--- src/verilog/sreg_regs.vh ---
// Register map, field positions and reset values of the status event register group
`ifndef SREG_REGS_VH
`define SREG_REGS_VH
`define SREG_ADDR_OPER_MASK 2'h0
`define SREG_ADDR_QUES_LATCH 2'h1
`define SREG_ADDR_QUES_MASK 2'h2
`define SREG_OPER_MASK_RST 16'h0000
`define SREG_QUES_MASK_RST 16'h0000
`define SREG_QUES_USED 16'h7ffe
`define SREG_BIT_UNUSED_HI 15
`define SREG_BIT_PWR_SWITCH_OFF 14
`define SREG_BIT_PAR_WAIT 13
`define SREG_BIT_PAR_ERROR 12
`define SREG_BIT_GEN_ERROR 11
`define SREG_BIT_PAR_ACK 10
`define SREG_BIT_UNDER_VOLT 9
`define SREG_BIT_ENABLE_FAULT 8
`define SREG_BIT_INTERLOCK 7
`define SREG_BIT_OUT_OFF 6
`define SREG_BIT_SHUT_OFF 5
`define SREG_BIT_OVER_VOLT 4
`define SREG_BIT_FOLDBACK 3
`define SREG_BIT_OVER_TEMP 2
`define SREG_BIT_AC_FAULT 1
`define SREG_BIT_UNUSED_LO 0
`endif

--- src/verilog/sreg_latch_bit.v ---
// One sticky event bit with clear-on-read; a new event wins over the clear
`timescale 1ns/1ps
module sreg_latch_bit
(
  input wire clk_i,
  input wire resetn_i,
  input wire ce_i,
  input wire set_i,
  input wire clr_i,
  output reg q_o
);
  always @(posedge clk_i or negedge resetn_i)
  begin
    if (!resetn_i)
      q_o <= 1'b0;
    else if (ce_i)
    begin
      if (set_i)
        q_o <= 1'b1;
      else if (clr_i)
        q_o <= 1'b0;
    end
  end
endmodule

--- src/verilog/sreg_status_group.v ---
// Operational enable mask and questionable event latch register group
//
// Overview of operation
// - 16-bit operational mask; set bits pass operational condition bits into events.
// - Mask stores any written value 0..65535 and reads it back unchanged.
// - Questionable event register is read-only; writes to it do nothing.
// - Event bit sets only when condition and questionable mask bits both set.
// - Bit 13 reports master waiting for slave units in parallel system.
// - Bit 12 sets on advanced parallel system error.
// - Bit 6 sets while DC output is switched off.
// - Bit 5 sets when external shut-off input is high.
// - Bit 4 sets on over-voltage protection fault.
// - Bit 9 sets on under-voltage protection fault.
// - Bit 3 sets on foldback fault.
// - Bit 10 acknowledges a new parallel system configuration.
`timescale 1ns/1ps
`include "sreg_regs.vh"
module sreg_status_group
#(
  parameter WIDTH = 16
)
(
  input wire CLK_I,
  input wire RESETN_I,
  input wire CE_I,
  input wire [1:0] REG_ADDR_I,
  input wire REG_WR_I,
  input wire REG_RD_I,
  input wire [WIDTH-1:0] REG_WDATA_I,
  output reg [WIDTH-1:0] REG_RDATA_O,
  output reg REG_RVALID_O,
  input wire [WIDTH-1:0] OPER_COND_I,
  input wire POWER_SWITCH_OFF_FLAG_I,
  input wire PARALLEL_WAIT_SLAVES_FLAG_I,
  input wire PARALLEL_ERROR_FLAG_I,
  input wire GENERAL_ERROR_FLAG_I,
  input wire PARALLEL_ACK_FLAG_I,
  input wire UNDER_VOLTAGE_FAULT_FLAG_I,
  input wire ENABLE_FAULT_FLAG_I,
  input wire INTERLOCK_FAULT_FLAG_I,
  input wire OUTPUT_OFF_FLAG_I,
  input wire SHUT_OFF_FLAG_I,
  input wire OVER_VOLTAGE_FAULT_FLAG_I,
  input wire FOLDBACK_FAULT_FLAG_I,
  input wire OVER_TEMP_FAULT_FLAG_I,
  input wire AC_FAULT_FLAG_I,
  output reg [WIDTH-1:0] OPER_EVENT_O,
  output reg [WIDTH-1:0] OPER_MASK_O,
  output reg [WIDTH-1:0] QUES_EVENT_O
);
  // ==========================================================
  // Internal state and next values
  reg [WIDTH-1:0] oper_mask_r;
  reg [WIDTH-1:0] oper_mask_nxt;
  reg [WIDTH-1:0] ques_mask_r;
  reg [WIDTH-1:0] ques_mask_nxt;
  reg [WIDTH-1:0] rdata_nxt;
  wire [WIDTH-1:0] oper_event_nxt;
  wire [WIDTH-1:0] ques_latch;
  wire [WIDTH-1:0] ques_cond;
  wire [WIDTH-1:0] ques_set;
  wire wr_oper_mask;
  wire wr_ques_mask;
  wire ques_clr;

  // ==========================================================
  // Address decode
  // The event latch address has no write decode, so host writes there are lost
  assign wr_oper_mask = REG_WR_I && (REG_ADDR_I == `SREG_ADDR_OPER_MASK);
  assign wr_ques_mask = REG_WR_I && (REG_ADDR_I == `SREG_ADDR_QUES_MASK);
  assign ques_clr = REG_RD_I && (REG_ADDR_I == `SREG_ADDR_QUES_LATCH);

  // ==========================================================
  // Mask registers
  always @*
  begin
    oper_mask_nxt = oper_mask_r;
    if (wr_oper_mask)
      oper_mask_nxt = REG_WDATA_I;
  end

  always @*
  begin
    ques_mask_nxt = ques_mask_r;
    if (wr_ques_mask)
      ques_mask_nxt = REG_WDATA_I;
  end

  always @(posedge CLK_I or negedge RESETN_I)
  begin
    if (!RESETN_I)
    begin
      oper_mask_r <= `SREG_OPER_MASK_RST;
    end
    else if (CE_I)
    begin
      oper_mask_r <= oper_mask_nxt;
    end
  end

  always @(posedge CLK_I or negedge RESETN_I)
  begin
    if (!RESETN_I)
    begin
      ques_mask_r <= `SREG_QUES_MASK_RST;
    end
    else if (CE_I)
    begin
      ques_mask_r <= ques_mask_nxt;
    end
  end

  // ==========================================================
  // Questionable condition vector
  assign ques_cond[`SREG_BIT_UNUSED_HI] = 1'b0;
  assign ques_cond[`SREG_BIT_PWR_SWITCH_OFF] = POWER_SWITCH_OFF_FLAG_I;
  assign ques_cond[`SREG_BIT_PAR_WAIT] = PARALLEL_WAIT_SLAVES_FLAG_I;
  assign ques_cond[`SREG_BIT_PAR_ERROR] = PARALLEL_ERROR_FLAG_I;
  assign ques_cond[`SREG_BIT_GEN_ERROR] = GENERAL_ERROR_FLAG_I;
  assign ques_cond[`SREG_BIT_PAR_ACK] = PARALLEL_ACK_FLAG_I;
  assign ques_cond[`SREG_BIT_UNDER_VOLT] = UNDER_VOLTAGE_FAULT_FLAG_I;
  assign ques_cond[`SREG_BIT_ENABLE_FAULT] = ENABLE_FAULT_FLAG_I;
  assign ques_cond[`SREG_BIT_INTERLOCK] = INTERLOCK_FAULT_FLAG_I;
  assign ques_cond[`SREG_BIT_OUT_OFF] = OUTPUT_OFF_FLAG_I;
  assign ques_cond[`SREG_BIT_SHUT_OFF] = SHUT_OFF_FLAG_I;
  assign ques_cond[`SREG_BIT_OVER_VOLT] = OVER_VOLTAGE_FAULT_FLAG_I;
  assign ques_cond[`SREG_BIT_FOLDBACK] = FOLDBACK_FAULT_FLAG_I;
  assign ques_cond[`SREG_BIT_OVER_TEMP] = OVER_TEMP_FAULT_FLAG_I;
  assign ques_cond[`SREG_BIT_AC_FAULT] = AC_FAULT_FLAG_I;
  assign ques_cond[`SREG_BIT_UNUSED_LO] = 1'b0;

  // A mask bit alone never sets an event; the condition must be high as well
  assign ques_set = ques_cond & ques_mask_r & `SREG_QUES_USED;
  assign oper_event_nxt = OPER_COND_I & oper_mask_r;

  // ==========================================================
  // Sticky event latch, one cell per bit
  genvar g;
  generate
    for (g = 0; g < WIDTH; g = g + 1)
    begin : g_bit
      sreg_latch_bit u_bit
      (
        .clk_i(CLK_I),
        .resetn_i(RESETN_I),
        .ce_i(CE_I),
        .set_i(ques_set[g]),
        .clr_i(ques_clr),
        .q_o(ques_latch[g])
      );
    end
  endgenerate

  // ==========================================================
  // Read data select
  // The latch is sampled before the edge that clears it, so no event is lost
  always @*
  begin
    case (REG_ADDR_I)
      `SREG_ADDR_OPER_MASK: rdata_nxt = oper_mask_r;
      `SREG_ADDR_QUES_LATCH: rdata_nxt = ques_latch;
      `SREG_ADDR_QUES_MASK: rdata_nxt = ques_mask_r;
      default: rdata_nxt = {WIDTH{1'b0}};
    endcase
  end

  // ==========================================================
  // Registered outputs
  always @(posedge CLK_I or negedge RESETN_I)
  begin
    if (!RESETN_I)
    begin
      REG_RVALID_O <= 1'b0;
    end
    else if (CE_I)
    begin
      REG_RVALID_O <= REG_RD_I;
    end
  end

  always @(posedge CLK_I or negedge RESETN_I)
  begin
    if (!RESETN_I)
    begin
      REG_RDATA_O <= {WIDTH{1'b0}};
    end
    else if (CE_I && REG_RD_I)
    begin
      REG_RDATA_O <= rdata_nxt;
    end
  end

  always @(posedge CLK_I or negedge RESETN_I)
  begin
    if (!RESETN_I)
    begin
      OPER_EVENT_O <= {WIDTH{1'b0}};
    end
    else if (CE_I)
    begin
      OPER_EVENT_O <= oper_event_nxt;
    end
  end

  always @(posedge CLK_I or negedge RESETN_I)
  begin
    if (!RESETN_I)
    begin
      OPER_MASK_O <= {WIDTH{1'b0}};
    end
    else if (CE_I)
    begin
      OPER_MASK_O <= oper_mask_r;
    end
  end

  always @(posedge CLK_I or negedge RESETN_I)
  begin
    if (!RESETN_I)
    begin
      QUES_EVENT_O <= {WIDTH{1'b0}};
    end
    else if (CE_I)
    begin
      QUES_EVENT_O <= ques_latch;
    end
  end
endmodule

--- config.mk ---
export PLATFORM = sky130hd
export DESIGN_NAME = sreg_status_group
export DESIGN_NICKNAME = d
export VERILOG_FILES = /design/src/verilog/sreg_latch_bit.v /design/src/verilog/sreg_status_group.v
export VERILOG_INCLUDE_DIRS = /design/src /design/src/verilog
export SDC_FILE = /design/constraint.sdc
export NUM_CORES = 1
export LEC_CHECK = 0
export CAP_MARGIN = 30
export CORE_MARGIN = 10
export CORE_UTILIZATION = 35
export CTS_CLUSTER_SIZE = 28
export DETAILED_ROUTE_END_ITERATION = 7
export DONT_BUFFER_PORTS = 1
export HOLD_SLACK_MARGIN = 0.02
export PLACE_DENSITY = 0.57
export SYNTH_ARGS = -nofsm -noshare
export SYNTH_HDL_FRONTEND = slang
export SYNTH_SLANG_ARGS = --single-unit
--- constraint.sdc ---
create_clock -name CLK_I -period 1.3 [get_ports CLK_I]
set_clock_uncertainty 0.2 [all_clocks]
set_input_delay 0.26 -clock CLK_I [delete_from_list [all_inputs] [get_ports CLK_I]]
set_output_delay 0.26 -clock CLK_I [all_outputs]
set_load 0.005 [all_outputs]
==> results of run 1 <==
==> power by group <==
group | leakage, nW | internal (mW) | switching, mW
clock network | 0.152 | 1.70 | 1.27
logic | 0.825 | 0.781 | 0.354
registers | 1.29 | 4.19 | 0.761
total | 2.27 | 6.67 | 2.38
==> stage by stage <==
stage               worst slack (ns)  total power, mW  hold WS [ns]  utilization, %  instances
floorplan                     -0.241             5.69        -0.236               -        342
global placement             -0.0737             6.01        -0.233            37.3        498
detailed placement           -0.0954             6.10        -0.233            37.3        498
CTS                           0.0510             9.16        -0.607            42.3        545
global route                  0.0269             9.52        -0.611            42.3        545
finish                        0.0748             9.05        -0.591            42.3        545
==> flip-flops by register name, summed over array words and instances, names as in the netlist <==
name,count
OPER_EVENT_O,16
OPER_MASK_O,16
REG_RDATA_O,16
oper_mask_r,16
ques_mask_r,16
QUES_EVENT_O,14
g_bit.u_bit.q_o,14
REG_RVALID_O,1
==> layer usage <==
metal / share of wire [%] / GRT usage (%) / vias to the layer above
met1: 45 / 16.2 / 1340
met2: 46 / 18.8 / 68
met5: 0 / 0 / -
li1: - / - / 1246
met3: 7.5 / 4.06 / 11
met4: 1.4 / 5.08 / 0
==> cell families (layout without fill, tap and decap cells) <==
| logic type | after synthesis | count (layout) | synth area share [%] |
|---|---|---|---|
| compound gates | 61 | 61 | 8.49 |
| buf+inv | 39 | 70 | 4.67 |
| flops | 109 | 109 | 60.9 |
| mux | 78 | 78 | 19.2 |
| other cells | 1 | 2 | 0.0837 |
| simple gates | 53 | 53 | 6.68 |
==> how the worst min path moves through the flow <==
stage / cells after the start / slack (ns) / start / to
3_3_place_gp: 0 / -0.23 / RESETN_I / OPER_EVENT_O[4]$_DFFE_PN0P_
4_1_cts: 0 / -0.61 / RESETN_I / OPER_EVENT_O[2]$_DFFE_PN0P_
5_1_grt: 0 / -0.61 / RESETN_I / OPER_EVENT_O[2]$_DFFE_PN0P_
3_5_place_dp: 0 / -0.23 / RESETN_I / OPER_EVENT_O[2]$_DFFE_PN0P_
6_report: 0 / -0.59 / RESETN_I / OPER_MASK_O[9]$_DFFE_PN0P_
2_1_floorplan: 0 / -0.24 / RESETN_I / OPER_EVENT_O[0]$_DFFE_PN0P_
==> repair_timing <==
| action | in CTS | in global routing |
|---|---|---|
| endpoints found under the setup margin | 0 | 2 |
| hold endpoints to repair | 218 | 186 |
| resized for setup | 0 | 2 |
==> final cells by class <==
type	count	area, µm²
fillers	1161	7250
flip-flops and latches	109	2730
multi-input cells	194	1590
repair buffers	37	393
clock buffers	9	225
well taps	172	215
clock inverters	7	97.6
inverters	17	63.8
==> cells in the final DEF, fill, tap and decap left out, drive strengths merged, types with 5 or more instances in the layout <==
master	instances
nand2	5
mux2i	16
o21ai	17
dlygate4sd3	31
or2	14
clkbuf	9
mux2	62
a21oi	28
inv	19
buf	6
nor2	14
a32o	14
nand3	16
dfrtp	109
==> results.py, run 1 <==
metrics = {
    "status": {
        "status": "finished, violations left",
        "failed_checks": "negative hold slack",
    },
    "worst_setup_path": {
        "crit_required_ns": 0.84,
        "path_class": "register to output pin",
        "critPathLaunch": "REG_RDATA_O[15]$_DFFE_PN0P_",
        "reg2reg_from": "oper_mask_r[9]$_DFFE_PN0P_",
        "path_depth": 0,
        "worst_r2r_path_depth": 3,
        "arrival_ns": 0.77,
        "cp-start-kind": "register",
        "regToRegSetupSlack_ns": 0.09,
        "r2r-end": "REG_RDATA_O[9]$_DFFE_PN0P_",
        "crit_path_end_kind": "output pin",
        "timing.critical_path.to": "REG_RDATA_O[15]",
        "critPathMaxFanout": 2,
    },
    "drt": {
        "drt_iter0_drc": 197,
        "dr.pass1.iters": 4,
        "avgRoutedWirePerCell_um": 19.9,
        "drc": 0,
        "num_vias": 2665,
        "wl_um": 10800,
        "antenna_left": 0,
        "routed_via_density": 4.89,
    },
    "cells_and_area": {
        "drive_gt1_share_pct": 28.2,
        "layout.nets": 421,
        "num_antenna_cells": 0,
        "synthToLayoutAreaGrowth_pct": 18.7,
        "fin_area_um2": 5320,
    },
    "clocking": {
        "postCtsSetupBuffers": 0,
        "hold_buffers": 31,
        "htree_levels": 3,
        "cts_sinks": 109,
        "cts_buffer_depth": 2,
        "path_clk_slew_ns": 0.07,
        "cts_tree": "done",
        "root_buffer": "clkbuf_16",
        "numCtsBuffers": 9,
        "worstSkewPairLatency_ns": 0.34,
    },
    "yosys": {
        "yosys_warnings": 0,
        "synth_edf_count": 0,
        "post-synth-top-count-cell": "dfrtp_1",
        "synth_area_per_cell_um2": 13.1,
        "synth_top_area_share_pct": 60.9,
        "yosysSeqAreaShare_pct": 60.9,
        "synth_area_um2": 4480,
        "yosys.cell_types.count": 23,
        "async_reset_ff_share_pct": 100,
        "netlist_top_cells_count": "dfrtp_1, mux2_2, a21oi_1",
        "ys_top_cells_by_area": "dfrtp_1, mux2_2, mux2i_1, a21oi_1, a32o_1",
        "synth_cells": 341,
        "ys_ff_latch": 109,
        "yosys.area.top_type": "dfrtp_1",
        "ys.flop_type": "dfrtp_1",
    },
    "sta": {
        "tns_ns": 0,
        "finalSetupViolations": 0,
        "holdWs_ns": -0.591,
        "drv_slew": 0,
        "min_period_over_period_pct": 94.2,
        "layout_min_cycle_time_ns": 1.23,
        "rsz0062_at_grt": "false",
        "finalHoldViolations": 186,
        "fmax_mhz": 816,
    },
    "floorplan": {
        "io_pins": 118,
        "initial_core_util_pct": 35.6,
        "die_width_um": 133,
        "core-area_um2": 12600,
        "die_y_um": 133,
        "die-area_um2": 17700,
        "rows": 41,
    },
    "run": {
        "cap_violations": 0,
    },
    "global_routing": {
        "first_global_vias": 2912,
        "antenna_found_initial": 0,
        "overflow": 0,
        "grt_max_degree": 110,
        "grt_pass1_wl_um": 17500,
        "grt_usage_pct": 12.5,
    },
    "power": {
        "p_leak_nw": 2.27,
        "powerDensity_nw_per_um2": 1700,
        "vdd_drop_max_uv": 560,
    },
    "placed_design": {
        "placed_cell_area_um2": 4680,
        "dp_hpwl_um": 7840,
        "place_congestion": 0.785,
        "io_buffers": 0,
    },
    "hold_path": {
        "hp-class": "input port to async pin",
    },
}
Note: power is estimated with default switching activity, not from simulation.
==> inputs of run 2 (changes only) <==
Clock period 1.3 ns to 1.2 ns, I/O delays scaled along.
==> results.py, run 2 (synthesis results as in run 1) <==
metrics = {
    "power": {
        "vdd_drop_max_uv": 920,
        "p_leak_nw": 2.31,
        "powerDensity_nw_per_um2": 1860,
    },
    "floorplan": {
        "rows": 41,
        "io_pins": 118,
        "die-area_um2": 17700,
        "die_y_um": 133,
        "core-area_um2": 12600,
        "initial_core_util_pct": 35.6,
        "die_width_um": 133,
    },
    "status": {
        "status": "finished, violations left",
        "failed_checks": "negative hold slack, negative setup slack",
    },
    "drt": {
        "wl_um": 10800,
        "dr.pass1.iters": 4,
        "avgRoutedWirePerCell_um": 19.6,
        "routed_via_density": 4.80,
        "num_vias": 2642,
        "drt_iter0_drc": 138,
        "drc": 0,
        "antenna_left": 0,
    },
    "sta": {
        "drv_slew": 0,
        "layout_min_cycle_time_ns": 1.21,
        "finalHoldViolations": 186,
        "finalSetupViolations": 1,
        "holdWs_ns": -0.612,
        "fin_ws_ns": -0.0123,
        "rsz0062_at_grt": "true",
        "min_period_over_period_pct": 101,
        "fmax_mhz": 825,
    },
    "cells_and_area": {
        "layout.nets": 426,
        "final_cell_mix": "dfrtp_1, mux2_2, dlygate4sd3_1",
        "fillers": 1167,
        "num_antenna_cells": 0,
        "final_cells": 550,
        "synthToLayoutAreaGrowth_pct": 21.2,
        "drive_gt1_share_pct": 31.7,
        "final_common_cell": "dfrtp_1",
    },
    "clocking": {
        "path_clk_slew_ns": 0.08,
        "cts_sinks": 109,
        "worstSkewPairLatency_ns": 0.34,
        "cts_buffer_depth": 2,
        "cts_tree": "done",
        "root_buffer": "clkbuf_16",
        "hold_buffers": 30,
        "htree_levels": 3,
        "numCtsBuffers": 9,
    },
    "worst_setup_path": {
        "crit_path_end_kind": "output pin",
        "crit_required_ns": 0.76,
        "worst_r2r_path_depth": 3,
        "arrival_ns": 0.77,
        "cp-start-kind": "register",
        "path_class": "register to output pin",
        "critPathMaxFanout": 2,
        "path_depth": 0,
    },
    "placed_design": {
        "placedCellCount": 501,
        "dp_hpwl_um": 7790,
        "place_ws_ns": -0.151,
        "io_buffers": 0,
        "place_congestion": 0.758,
    },
    "global_routing": {
        "antenna_found_initial": 0,
        "grt_max_degree": 110,
        "overflow": 0,
        "grt_usage_pct": 12.1,
        "first_global_vias": 2771,
        "grt_pass1_wl_um": 16900,
    },
    "run": {
        "cap_violations": 0,
    },
    "hold_path": {
        "hp-class": "input port to async pin",
    },
}
==> run 2: cell types whose count changed in the layout (fill, tap and decap cells not counted), sizes merged <==
cell	before	now
inv	19	18
buf	6	12
bufinv	2	3
dlygate4sd3	31	30
==> run 2: timing repair <==
action	in CTS	in global routing
endpoints found under the hold margin	218	186
resized for setup	0	3
endpoints found under the setup margin	33	69
buffers inserted	0	3
==> run 2: where the power goes <==
part           internal, mW  total (mW)  switching [mW]
combinational         0.935        1.38           0.450
clock                  2.05        3.39            1.34
sequential             4.54        5.32           0.782
==> run 2: stage by stage <==
step,hold slack [ns],util [%],power [mW],TNS (ns),area (µm²)
2_1_floorplan,-0.256,-,6.23,-6.56,4620
6_report,-0.612,43.2,10.1,-0.0123,5430
3_3_place_gp,-0.252,37.8,6.61,-4.00,4750
5_1_grt,-0.634,43.2,10.7,-1.08,5430
3_5_place_dp,-0.252,37.8,6.70,-4.21,4750
4_1_cts,-0.624,43.0,10.2,-0.211,5400
==> run 2: metal layers <==
layer	vias up	part of all wire, %	track usage (%)
met3	7	8.7	5.00
met2	66	46	18.0
met5	-	0	0
met1	1315	44	15.8
met4	0	1.0	3.63
li1	1254	-	-
==> run 2: final cells by class <==
class | count | area, µm² | area share (%)
timing repair buffer | 42 | 428 | 7.88
sequential | 109 | 2730 | 50.3
clock inverter | 7 | 123 | 2.26
inverter | 17 | 63.8 | 1.18
tap | 172 | 215 | 3.96
clock buffer | 9 | 225 | 4.15
multi-input combinational | 194 | 1640 | 30.3
==> run 2: path summary, 6_finish.rpt <==
path | startpoint | end | slack [ns]
setup / recovery | REG_RDATA_O[15]$_DFFE_PN0P_ | REG_RDATA_O[15] | -0.01
hold / removal | RESETN_I | QUES_EVENT_O[10]$_DFFE_PN0P_ | -0.61
setup reg to reg | ques_mask_r[2]$_DFFE_PN0P_ | REG_RDATA_O[2]$_DFFE_PN0P_ | 0.04
hold reg to reg | ques_mask_r[15]$_DFFE_PN0P_ | ques_mask_r[15]$_DFFE_PN0P_ | 0.31
max in group asynchronous | RESETN_I | oper_mask_r[14]$_DFFE_PN0P_ | 1.27
min in group CLK_I | REG_ADDR_I[0] | REG_RDATA_O[15]$_DFFE_PN0P_ | -0.20
==> inputs of run 3 (changes only) <==
Settings changed: ABC_AREA set to 1, GPL_TIMING_DRIVEN set to 0.
==> results.py, run 3 <==
metrics = {
    "status": {
        "status": "finished, violations left",
        "failed_checks": "negative hold slack, negative setup slack",
    },
    "yosys": {
        "yosys_warnings": 0,
        "async_reset_ff_share_pct": 100,
        "ys_top_cells_by_area": "dfrtp_1, nand2_1, nand3_1, mux2_2, inv_1",
        "synth_top_area_share_pct": 59.2,
        "synth_cells": 474,
        "netlist_top_cells_count": "dfrtp_1, nand2_1, nand3_1",
        "synth_area_per_cell_um2": 9.72,
        "yosys.cell_types.count": 21,
        "yosysSeqAreaShare_pct": 59.2,
        "synth_edf_count": 0,
        "yosys.area.top_type": "dfrtp_1",
        "post-synth-top-count-cell": "dfrtp_1",
        "ys_ff_latch": 109,
        "ys.flop_type": "dfrtp_1",
        "synth_area_um2": 4610,
    },
    "power": {
        "fin_total_pwr_mw": 9.51,
        "vdd_drop_max_uv": 634,
        "powerDensity_nw_per_um2": 1700,
        "p_leak_nw": 2.68,
    },
    "drt": {
        "dr.pass1.iters": 6,
        "drt_iter0_drc": 217,
        "top_layer": "met4",
        "avgRoutedWirePerCell_um": 19.1,
        "wl_met1_um": 5660,
        "wl_um": 13500,
        "wl_met2_um": 6210,
        "routed_via_density": 4.98,
        "antenna_left": 0,
        "drc": 0,
        "wl_met3_um": 1340,
        "num_vias": 3528,
    },
    "global_routing": {
        "overflow": 0,
        "first_global_vias": 3714,
        "grt_usage_pct": 15.4,
        "grt_pass1_wl_um": 21300,
        "grt_max_degree": 110,
        "antenna_found_initial": 0,
    },
    "placed_design": {
        "placedCellCount": 647,
        "io_buffers": 0,
        "place_ws_ns": -0.232,
        "place_congestion": 0.781,
        "dp_hpwl_um": 9760,
        "placed_cell_area_um2": 4830,
    },
    "cells_and_area": {
        "synthToLayoutAreaGrowth_pct": 21.7,
        "final_cell_mix": "dfrtp_1, nand2_1, nand3_1",
        "layout.nets": 585,
        "final_common_cell": "dfrtp_1",
        "fin_area_um2": 5610,
        "num_antenna_cells": 0,
        "drive_gt1_share_pct": 15.3,
        "final_cells": 709,
        "fillers": 1222,
        "fin_util_pct": 43.9,
    },
    "run": {
        "cap_violations": 0,
    },
    "sta": {
        "tightest_slew_ns": 0.583,
        "drv_slew": 0,
        "holdWs_ns": -0.623,
        "finalSetupViolations": 25,
        "tns_ns": -0.161,
        "finalHoldViolations": 111,
        "fin_ws_ns": -0.0198,
        "slew-limit-headroom_pct": 61.2,
        "layout_min_cycle_time_ns": 1.22,
        "fmax_mhz": 820,
        "min_period_over_period_pct": 102,
        "rsz0062_at_grt": "true",
    },
    "clocking": {
        "cts_tree": "done",
        "cts_buffer_depth": 2,
        "hold_buffers": 46,
        "root_buffer": "clkbuf_16",
        "numCtsBuffers": 9,
        "worstSkewPairLatency_ns": 0.36,
        "cts_resized": 0,
        "cts_sinks": 109,
        "postCtsSetupBuffers": 0,
        "htree_levels": 3,
        "path_clk_slew_ns": 0.07,
    },
    "worst_setup_path": {
        "cp-start-kind": "register",
        "path_class": "register to output pin",
        "crit_path_end_kind": "output pin",
        "arrival_ns": 0.78,
        "crit_required_ns": 0.76,
        "critPathMaxFanout": 2,
    },
    "floorplan": {
        "die_y_um": 135,
        "initial_core_util_pct": 36.1,
        "rows": 41,
        "die_width_um": 135,
        "die-area_um2": 18100,
        "core-area_um2": 12800,
        "io_pins": 118,
    },
    "hold_path": {
        "hp-class": "input port to async pin",
    },
}
-- run 3: kinds of logic (layout without fill, tap and decap cells) --
family	after synthesis	count (layout)	share of synthesized area, %
AND/OR/NAND/NOR	192	192	18.5
buffers and inverters	79	141	8.61
AO/OA/AOI/OAI	77	77	9.67
other	1	2	0.0814
multiplexers	16	16	3.91
flip-flops	109	109	59.2
-- run 3: layout make-up --
cell class / instances / area, µm² / share of cell area (%)
clock buffers: 13 / 270 / 4.82
flip-flops and latches: 109 / 2730 / 48.6
well taps: 172 / 215 / 3.84
multi-input cells: 287 / 1490 / 26.6
plain buffers: 28 / 206 / 3.68
clock inverters: 3 / 42.5 / 0.759
inverters: 51 / 194 / 3.46
repair buffers: 46 / 460 / 8.21
-- run 3: power by group --
part	total [mW]	switching, mW	internal (mW)	leakage, nW
sequential	5.09	0.669	4.42	1.35
clock	3.11	1.33	1.79	0.152
combinational	1.30	0.679	0.622	1.17
total	9.51	2.68	6.83	2.68
-- run 3: final timing paths --
check                                            from                           to  slack [ns]  depth (start not counted)
setup reg to reg           oper_mask_r[9]$_DFFE_PN0P_   REG_RDATA_O[9]$_DFFE_PN0P_        0.11                          4
setup / recovery           REG_RDATA_O[5]$_DFFE_PN0P_               REG_RDATA_O[5]       -0.02                          0
hold / removal                               RESETN_I  QUES_EVENT_O[7]$_DFFE_PN0P_       -0.62                          0
min in group CLK_I                      REG_ADDR_I[1]   REG_RDATA_O[2]$_DFFE_PN0P_       -0.01                          5
max in group asynchronous                    RESETN_I  OPER_MASK_O[14]$_DFFE_PN0P_        1.28                          0
hold reg to reg            ques_mask_r[0]$_DFFE_PN0P_   ques_mask_r[0]$_DFFE_PN0P_        0.29                          2
-- run 3: routing by layer --
| layer | up-vias | track usage, % |
|---|---|---|
| li1 | 1654 | - |
| met4 | 0 | 6.29 |
| met1 | 1731 | 18.7 |
| met5 | - | 0 |
| met2 | 126 | 23.8 |
| met3 | 17 | 6.34 |
-- run 3: what timing repair did --
action,in CTS,in global routing
hold endpoints to repair,174,110
setup endpoints to repair,63,63
pin swaps,0,0
-- run 3: worst reg2reg max path: cells and delay by family (launching register included) --
kind / cells / cell delay (ns)
AND/OR/NAND/NOR: 4 / 0.29
flip-flops: 1 / 0.47
